--- src/hw/pin4_pwm_pkg.sv ---
// Package with the register map, field layout and timing constants of the pin 4 PWM encoder.
package pin4_pwm_pkg;
    localparam int ADDR_W = 12;
    localparam int DATA_W = 32;
    localparam int REG_W = 16;
    localparam int CNT_W = 7;
    localparam int TB_W = 2;
    localparam int PRE_W = 11;
    // Register indices; the byte address is four times the index.
    localparam logic [7:0] IDX_LOW_LEVEL = 8'h57;
    localparam logic [7:0] IDX_HIGH_LEVEL = 8'h58;
    localparam logic [7:0] IDX_SPARE = 8'h59;
    localparam logic [7:0] IDX_CRC_REF = 8'h7e;
    localparam logic [1:0] IDX_SHIFT = 2'h2;
    // Field positions.
    localparam int TB_MSB = 15;
    localparam int TB_LSB = 14;
    localparam int HC_MSB = 13;
    localparam int HC_LSB = 7;
    localparam int LC_MSB = 6;
    localparam int LC_LSB = 0;
    // Reset values.
    localparam logic [REG_W-1:0] LOW_LEVEL_RST = 16'h007f;
    localparam logic [REG_W-1:0] HIGH_LEVEL_RST = 16'h3f80;
    localparam logic [REG_W-1:0] SPARE_RST = 16'h5555;
    localparam logic [REG_W-1:0] CRC_REF_RST = 16'h0000;
    // Tick length is TICK_BASE master clocks shifted left by two per select step.
    localparam logic [PRE_W-1:0] TICK_BASE = 11'h010;
    typedef enum logic {PH_HIGH, PH_LOW} phase_t;
endpackage

--- src/hw/pin4_pwm_level_encoder.sv ---
// PWM level encoder for the pin 4 overcurrent alert pin with its APB register file.
`timescale 1ns/1ps
module pin4_pwm_level_encoder
(
    input wire logic core_clk,
    input wire logic rstn,
    input wire logic psel,
    input wire logic penable,
    input wire logic pwrite,
    input wire logic [pin4_pwm_pkg::ADDR_W-1:0] paddr,
    input wire logic [pin4_pwm_pkg::DATA_W-1:0] pwdata,
    input wire logic [3:0] pstrb,
    input wire logic pin4_level,
    output logic [pin4_pwm_pkg::DATA_W-1:0] prdata,
    output logic pready,
    output logic pslverr,
    output logic pin4_overcurrent_alert_pin,
    output logic pin4_tick,
    output logic [pin4_pwm_pkg::TB_W-1:0] pin4_tick_select
);
    import pin4_pwm_pkg::*;

    // Bits 15:14 of the high-level register are unused and always read as zero.
    localparam logic [REG_W-1:0] HIGH_LEVEL_RST_TOP = 16'hc000;

    logic [REG_W-1:0] low_level_r;
    logic [REG_W-1:0] high_level_r;
    logic [REG_W-1:0] spare_r;
    logic [REG_W-1:0] crc_ref_r;
    logic [DATA_W-1:0] prdata_r;
    logic pready_r;
    logic pslverr_r;
    logic out_r;
    logic tick_r;
    logic level_r;
    logic [TB_W-1:0] act_tb_r;
    logic [CNT_W-1:0] act_hc_r;
    logic [CNT_W-1:0] act_lc_r;
    logic [PRE_W-1:0] pre_cnt_r;
    logic [CNT_W-1:0] cnt_r;
    phase_t phase_r;

    logic setup;
    logic access;
    logic [7:0] idx;
    logic mapped;
    logic wr_low;
    logic wr_high;
    logic wr_spare;
    logic wr_crc;
    logic [REG_W-1:0] sel_pair;
    logic tick;
    logic static_mode;
    logic period_end;
    logic level_change;
    logic load;

    // Returns the register index, or an out-of-map index when the address is misaligned or its bits above the index are set.
    function automatic logic [7:0] reg_index(input logic [ADDR_W-1:0] a);
        logic [7:0] r;
        r = a[IDX_SHIFT +: 8];
        if (a[1:0] != 2'b00 || a[ADDR_W-1:IDX_SHIFT+8] != '0)
        begin
            r = 8'h00;
        end
        return r;
    endfunction

    // Number of master clocks in one PWM tick for a select code.
    function automatic logic [PRE_W-1:0] tick_len(input logic [TB_W-1:0] tb);
        return TICK_BASE << {tb, 1'b0};
    endfunction

    // Merges a 16-bit register with a write under byte strobes.
    function automatic logic [REG_W-1:0] merge(input logic [REG_W-1:0] old,
                                               input logic [DATA_W-1:0] d,
                                               input logic [3:0] s);
        logic [REG_W-1:0] r;
        r = old;
        if (s[0])
        begin
            r[7:0] = d[7:0];
        end
        if (s[1])
        begin
            r[15:8] = d[15:8];
        end
        return r;
    endfunction

    assign setup = psel && !penable;
    assign access = psel && penable && pready_r;
    assign idx = reg_index(paddr);
    assign mapped = idx == IDX_LOW_LEVEL || idx == IDX_HIGH_LEVEL || idx == IDX_SPARE
                    || idx == IDX_CRC_REF;
    assign wr_low = access && pwrite && !pslverr_r && idx == IDX_LOW_LEVEL;
    assign wr_high = access && pwrite && !pslverr_r && idx == IDX_HIGH_LEVEL;
    assign wr_spare = access && pwrite && !pslverr_r && idx == IDX_SPARE;
    assign wr_crc = access && pwrite && !pslverr_r && idx == IDX_CRC_REF;

    // Every access takes one wait-free access cycle; data and error are set up in the setup cycle.
    always_ff @(posedge core_clk or negedge rstn)
    begin
        if (!rstn)
        begin
            pready_r <= 1'b0;
            pslverr_r <= 1'b0;
            prdata_r <= '0;
        end
        else
        begin
            pready_r <= setup;
            pslverr_r <= setup && !mapped;
            if (setup)
            begin
                case (idx)
                    IDX_LOW_LEVEL: prdata_r <= {16'h0000, low_level_r};
                    IDX_HIGH_LEVEL: prdata_r <= {16'h0000, high_level_r};
                    IDX_SPARE: prdata_r <= {16'h0000, spare_r};
                    IDX_CRC_REF: prdata_r <= {16'h0000, crc_ref_r};
                    default: prdata_r <= '0;
                endcase
            end
        end
    end

    always_ff @(posedge core_clk or negedge rstn)
    begin
        if (!rstn)
        begin
            low_level_r <= LOW_LEVEL_RST;
            high_level_r <= HIGH_LEVEL_RST;
        end
        else
        begin
            if (wr_low)
            begin
                low_level_r <= merge(low_level_r, pwdata, pstrb);
            end
            if (wr_high)
            begin
                high_level_r <= merge(high_level_r, pwdata, pstrb) & ~HIGH_LEVEL_RST_TOP;
            end
        end
    end

    // Spare and CRC reference are plain storage; nothing else reads them.
    always_ff @(posedge core_clk or negedge rstn)
    begin
        if (!rstn)
        begin
            spare_r <= SPARE_RST;
            crc_ref_r <= CRC_REF_RST;
        end
        else
        begin
            if (wr_spare)
            begin
                spare_r <= merge(spare_r, pwdata, pstrb);
            end
            if (wr_crc)
            begin
                crc_ref_r <= merge(crc_ref_r, pwdata, pstrb);
            end
        end
    end

    // Count pair chosen by the level being signalled.
    assign sel_pair = pin4_level ? high_level_r : low_level_r;
    assign tick = pre_cnt_r == tick_len(act_tb_r) - PRE_W'(1);
    assign static_mode = act_hc_r == '0 || act_lc_r == '0;
    assign level_change = pin4_level != level_r;
    assign period_end = tick && (static_mode
                        || (phase_r == PH_LOW && cnt_r == act_lc_r - CNT_W'(1)));
    assign load = level_change || period_end;

    // Settings are latched only at a period end or a level change; a level change cuts the running period short.
    always_ff @(posedge core_clk or negedge rstn)
    begin
        if (!rstn)
        begin
            level_r <= 1'b0;
            act_tb_r <= LOW_LEVEL_RST[TB_MSB:TB_LSB];
            act_hc_r <= LOW_LEVEL_RST[HC_MSB:HC_LSB];
            act_lc_r <= LOW_LEVEL_RST[LC_MSB:LC_LSB];
        end
        else
        begin
            level_r <= pin4_level;
            if (load)
            begin
                act_tb_r <= low_level_r[TB_MSB:TB_LSB];
                act_hc_r <= sel_pair[HC_MSB:HC_LSB];
                act_lc_r <= sel_pair[LC_MSB:LC_LSB];
            end
        end
    end

    // Prescaler counts master clocks within one tick; a boundary restarts it.
    always_ff @(posedge core_clk or negedge rstn)
    begin
        if (!rstn)
        begin
            pre_cnt_r <= '0;
        end
        else if (load || tick)
        begin
            pre_cnt_r <= '0;
        end
        else
        begin
            pre_cnt_r <= pre_cnt_r + PRE_W'(1);
        end
    end

    // Phase sequencer counts ticks in the high and then the low phase.
    always_ff @(posedge core_clk or negedge rstn)
    begin
        if (!rstn)
        begin
            phase_r <= PH_LOW;
            cnt_r <= '0;
        end
        else if (load)
        begin
            cnt_r <= '0;
            phase_r <= sel_pair[HC_MSB:HC_LSB] != '0 ? PH_HIGH : PH_LOW;
        end
        else if (tick)
        begin
            case (phase_r)
                PH_HIGH:
                begin
                    if (cnt_r == act_hc_r - CNT_W'(1))
                    begin
                        phase_r <= PH_LOW;
                        cnt_r <= '0;
                    end
                    else
                    begin
                        cnt_r <= cnt_r + CNT_W'(1);
                    end
                end
                PH_LOW:
                begin
                    cnt_r <= cnt_r + CNT_W'(1);
                end
                default:
                begin
                    phase_r <= PH_LOW;
                    cnt_r <= '0;
                end
            endcase
        end
    end

    // Pin level from the active pair; zero counts force a static level.
    always_ff @(posedge core_clk or negedge rstn)
    begin
        if (!rstn)
        begin
            out_r <= 1'b0;
            tick_r <= 1'b0;
        end
        else
        begin
            tick_r <= tick;
            if (act_hc_r == '0)
            begin
                out_r <= 1'b0;
            end
            else if (act_lc_r == '0)
            begin
                out_r <= 1'b1;
            end
            else
            begin
                out_r <= phase_r == PH_HIGH;
            end
        end
    end

    assign prdata = prdata_r;
    assign pready = pready_r;
    assign pslverr = pslverr_r;
    assign pin4_overcurrent_alert_pin = out_r;
    assign pin4_tick = tick_r;
    assign pin4_tick_select = act_tb_r;
endmodule // pin4_pwm_level_encoder

--- config.mk ---
export PLATFORM = sky130hd
export DESIGN_NAME = pin4_pwm_level_encoder
export DESIGN_NICKNAME = d
export VERILOG_FILES = /design/src/hw/pin4_pwm_pkg.sv /design/src/hw/pin4_pwm_level_encoder.sv
export SDC_FILE = /design/constraint.sdc
export NUM_CORES = 1
export LEC_CHECK = 0
export ABC_AREA = 1
export CAP_MARGIN = 20
export CORE_ASPECT_RATIO = 1.75
export CORE_MARGIN = 4
export CORE_UTILIZATION = 30
export DETAILED_ROUTE_END_ITERATION = 12
export DONT_BUFFER_PORTS = 1
export GPL_TIMING_DRIVEN = 0
export REMOVE_ABC_BUFFERS = 1
export SETUP_SLACK_MARGIN = 0.05
export SLEW_MARGIN = 20
export SYNTH_ARGS = -nofsm -noshare
export SYNTH_HDL_FRONTEND = slang
export SYNTH_SLANG_ARGS = --single-unit
--- constraint.sdc ---
create_clock -name core_clk -period 5.9 [get_ports core_clk]
set_input_delay 0.59 -clock core_clk [delete_from_list [all_inputs] [get_ports core_clk]]
set_output_delay 0.59 -clock core_clk [all_outputs]
set_load 0.005 [all_outputs]
After elaboration in Yosys (flattened, before gate mapping):

Index checks and enable logic that the tools add are counted.

* multiplexer cells: 15
* reduce and logical (&&, ||, !) cells: 37
* $add $sub $neg: 5
* equality and inequality tests: 8
* bitwise operators: 1
* shift-type cells: 1

Operators by type and width (number)
* $pmux 16 s4: 1
* $eq 8x7->1 const B: 4
* $mux 7: 3
* $reduce_and 2->1: 8
* $eq 7x7->1: 2
* $logic_not 7->1: 2
* $mux 14: 1
* $pmux 7 s2: 1
* $sub 7x1->7 const B: 2
* $logic_and 1x1->1: 12
* $add 11x1->11 const B: 1
* $eq 11x11->1: 1
* $mux 11: 1
* $shl 5x3->11 const A: 1
* $sub 11x1->11 const B: 1
* $logic_or 1x1->1: 8
* $mux 8: 1
* $add 7x1->7 const B: 1
* $mux 1: 7
* $reduce_bool 7->1: 1
* $reduce_bool 2->1: 3
* $logic_not 1->1: 3
* $ne 1x1->1: 1
* $not 1->1: 1

* logic and storage cells: 87
* bits in registers: 134
* output and inout bits: 38
* input bits: 54

Longest topological paths before layout:

* word-level depth: 9
* mapped depth: 15
* depth with buffers taken out: 15

Worst setup path before layout:

Ideal clock, no wire load.

* path type: register to register
* start: register act_tb_r[1] (netlist: pin4_tick_select[1])
* end: register cnt_r[2]
* data required time: 5.781 ns
* library setup time: 0.119 ns
* path slack: 3.994 ns
* data arrival time: 1.787 ns
* buffers on the path: 1
* stages on the path, launching flop included: 14
* clock period less this slack: 1.906 ns
* path through: dfrtp_1 -> nor2_1 -> inv_1 -> ha_1 -> or2_2 -> nand3_1 -> nor2_1 -> nand3_1 -> nand2_1 -> buf_2 -> nand2_1 -> nor2_1 -> nand3_1 -> nand2_1

* cells in the longest elaborated chain, start to end: 6
* elaborated cells between the ends (all ways): 7
* classes of those cells: add/sub (1); eq/ne (1); shift (1); mux (1); reduce/logical (3)

RTL lines
* from (decl): RTL line pin4_pwm_level_encoder.sv:36 `logic [TB_W-1:0] act_tb_r;`
* from (signal assigned): RTL line pin4_pwm_level_encoder.sv:183 `act_tb_r <= LOW_LEVEL_RST[TB_MSB:TB_LSB];`
* from (signal assigned): RTL line pin4_pwm_level_encoder.sv:192 `act_tb_r <= low_level_r[TB_MSB:TB_LSB];`
* $shl 5x3->11 *: RTL line pin4_pwm_level_encoder.sv:71 `return TICK_BASE << {tb, 1'b0};`
* $sub 11x1->11 *: RTL line pin4_pwm_level_encoder.sv:170 `assign tick = pre_cnt_r == tick_len(act_tb_r) - PRE_W'(1);`
* $eq 11x11->1 *: RTL line pin4_pwm_level_encoder.sv:170
* $logic_and 1x1->1: RTL line pin4_pwm_level_encoder.sv:173 `assign period_end = tick && (static_mode`
* $logic_or 1x1->1: RTL line pin4_pwm_level_encoder.sv:175 `assign load = level_change || period_end;`
* $mux 7 / $reduce_bool 2->1 (equally long branches)
* to (signal assigned): RTL line pin4_pwm_level_encoder.sv:241 `cnt_r <= cnt_r + CNT_W'(1);`
* to (signal assigned): RTL line pin4_pwm_level_encoder.sv:246 `cnt_r <= cnt_r + CNT_W'(1);`
* to (decl): RTL line pin4_pwm_level_encoder.sv:40 `logic [CNT_W-1:0] cnt_r;`

Mark *: on every way between the ends. The rest lies on a longest branch, timed or not.
A chain may end at the register's enable or synchronous reset.

Worst setup path in the final report:

* start: register act_tb_r[1] (netlist: pin4_tick_select[1])
* end: register act_tb_r[1] (netlist: pin4_tick_select[1])

* cells in the longest elaborated chain, start to end: 5

RTL lines (RTL line)
* $shl 5x3->11: pin4_pwm_level_encoder.sv:71
* $sub 11x1->11: pin4_pwm_level_encoder.sv:170
* $eq 11x11->1: pin4_pwm_level_encoder.sv:170
* $logic_and 1x1->1: pin4_pwm_level_encoder.sv:173
* $logic_or 1x1->1: pin4_pwm_level_encoder.sv:175

No other way between the ends.

==> results.toml <==
[critical_path]
arrival_ns = 3.19
cp.required_ns = 6.20
r2r-end = "pin4_tick_select[1]$_DFFE_PN0P_"
end_kind = "flop"
ff2ff_setup_slack_ns = 3.01
cp_max_fo = 33
critPathKind = "flop to flop"
start_kind = "flop"
r2r_start = "pin4_tick_select[1]$_DFFE_PN0P_"
rr_worst_depth = 12

[synth]
syn_area_sq_um = 6361
ys_ff_latch = 118
ys_async_sr_fraction_pct = 100.0
synth_flop_cell = "dfrtp_1"
avgSynthCellArea_sq_um = 7.941
netlist_instances = 801
ys_seq_area_share_pct = 47.01
yosysWarnings = 0
synth-edff-count = 0
synth_cell_type_count = 40

[drt]
drc = 0
via_count = 4957
first_iter_violations = 240
via_per_inst = 4.676
drt-pass1-iter-count = 4
ant_nets = 0
wl_per_cell_um = 14.42
wl_mm = 15.29

[timing]
rsz0062_at_grt = "no"
finalSetupTns_ns = 0
finalWorstSetupSlack_ns = 3.012
hold_violations = 0
fmax_ghz = 0.3463
setup_viol = 0
finClkSkew_ns = 0.007509
period_needed_ns = 2.888
worstMarginPinSlew_ns = 0.9677
slew_headroom_pct = 35.14
drv_slew = 0
finalCritPeriodShare_pct = 48.95
hold_slack_ns = 0.03028

[clock_tree]
clock_latency_ns = 0.41
postCtsSetupBuffers = 0
cts_buffers = 17
cts_tree = "done"
clk_path_buf_depth = 2
htreeDepth = 4
ctsResizeCount = 0
root_buffer = "clkbuf_16"
clkSinkCount = 118
clk_pin_slew_ns = 0.05

[hold_path]
worst_hold_path_type = "input pin to asynchronous set/reset pin"

[pwr]
design_power_total_uw = 2012
irDropWorstVdd_v = 0.0001249
power_density_nw_per_um2 = 282.1
p_leak_uw = 0.003444

[final_layout]
final.fill_count = 2167
fin_nets = 856
drive_above_1_share_pct = 12.50
multi_input_area_sq_um = 2855
areaGrowthSynthToFinish_pct = 12.12
stdcell_count = 1060
final_common_cell = "nand2_1"
antenna_cells = 0
seq_area_sq_um = 2990
mostFrequentLayoutCells = "nand2_1, dfrtp_1, inv_1"

[outcome]
status = "finished, final reports clean"

[floorplan]
start_util_pct = 30.52
dieArea_sq_um = 23690
core_area_sq_um = 20850
boundaryPins = 92
core.rowCount = 70
dieHeight_um = 200.6
fp.dieW_um = 118.1

[placed_design]
dp.cells = 1027
io_buffers = 0
gp_congestion = 0.8205
dp_slack_ns = 2.964
hpwl_mm = 10.75

[grt]
grt_usage_pct = 13.72
antenna_found_initial = 0
grt_pass1_vias = 5161
gr-total-overflow = 0
grt_max_degree = 89
grt_pass1_wl_mm = 25.91

[job]
maxCapViolations = 0
## where the power goes
part	total (uW)	internal (uW)	switching, uW
clock	1130	774	355
combinational	60.5	12.0	48.4
sequential	822	817	4.60
total	2010	1600	408
## critical path, stage by stage, from the launching register on
cell and delay, ns:
dfrtp_1 0.44, nor2_1 0.20, inv_1 0.07, ha_1 0.31
or2_2 0.27, nand3_1 0.08, nor2_1 0.05, nand3_1 0.15
nand2_1 0.30, nand2_2 0.59, inv_1 0.18, nand2_1 0.10
nand2_1 0.04
## cell type report
cell class,count,area share (%)
Tap cell,252,4.421
Clock inverter,7,1.947
Multi-Input combinational cell,580,40.04
Timing Repair Buffer,1,0.3860
Sequential cell,118,41.93
Clock buffer,25,7.228
Inverter,77,4.053
## synthesized netlist by cell type, types with 4 or more instances
library cell  number  area (sq um)
a21oi_1           18         90.09
buf_2             16         80.08
buf_4             19         142.6
buf_6              5         56.30
dfrtp_1           88          2202
dfstp_2           30         788.3
ha_1               7         87.58
inv_1             73         274.0
mux2i_1           12         120.1
nand2_1          296          1111
nand3_1           42         210.2
nand3_4            5         87.58
nand4_1            7         43.79
nor2_1            48         180.2
nor2_4             4         45.04
nor3_1             8         40.04
o21ai_0           35         175.2
o21ai_1           38         190.2
o21ai_2           14         122.6
xnor2_1            4         35.03
xor2_1             4         35.03
## registers in the layout (all words and copies together) (netlist names), 2 cells and up
register / flops
cnt_r: 7
pre_cnt_r: 11
pin4_tick_select: 2
act_lc_r: 7
high_level_r: 14
crc_ref_r: 16
prdata: 16
low_level_r: 16
spare_r: 16
act_hc_r: 7
## per-stage QoR
step	utilization (%)	area (sq um)
after global routing	34.21	7132
after CTS	34.21	7132
after global placement	30.94	6450
after detailed placement	30.94	6450
after floorplan	-	6135
final	34.21	7132
## layer usage
| metal | vias up | wire length, um | GRT usage [%] |
|---|---|---|---|
| li1 | 2514 | - | - |
| met1 | 2293 | 6072 | 14.37 |
| met2 | 117 | 7994 | 25.17 |
| met3 | 33 | 619 | 3.073 |
| met4 | 0 | 605 | 7.338 |
| met5 | - | 0 | 0 |
## kinds of logic (layout without fill, tap and decap cells)
logic type      after synthesis  count (layout)  share of synthesized area (%)
simple gates                429             429                          30.15
flops                       118             118                          47.01
buf+inv                     118             110                          8.989
compound gates              108             108                          9.422
mux                          12              12                          1.888
xor+xnor                      8               8                          1.101
fa+ha+maj                     7               7                          1.377
other cells                   1              16                        0.05895
## worst max-delay path by stage
stage	startpoint	end	cells after the start
2_1_floorplan	pin4_tick_select[1]$_DFFE_PN0P_	act_hc_r[2]$_DFFE_PN0P_	12
3_3_place_gp	paddr[11]	prdata[12]$_DFFE_PN0P_	8
3_5_place_dp	paddr[11]	prdata[12]$_DFFE_PN0P_	8
4_1_cts	pin4_tick_select[1]$_DFFE_PN0P_	pin4_tick_select[1]$_DFFE_PN0P_	12
5_1_grt	pin4_tick_select[1]$_DFFE_PN0P_	act_hc_r[2]$_DFFE_PN0P_	12
6_report	pin4_tick_select[1]$_DFFE_PN0P_	pin4_tick_select[1]$_DFFE_PN0P_	12
## timing repair
item                                    CTS  global route
endpoints found under the hold margin    88             0
endpoints found under the setup margin    0             0
hold buffers                              1             0
No activity file was read; power rests on OpenSTA's default activity.
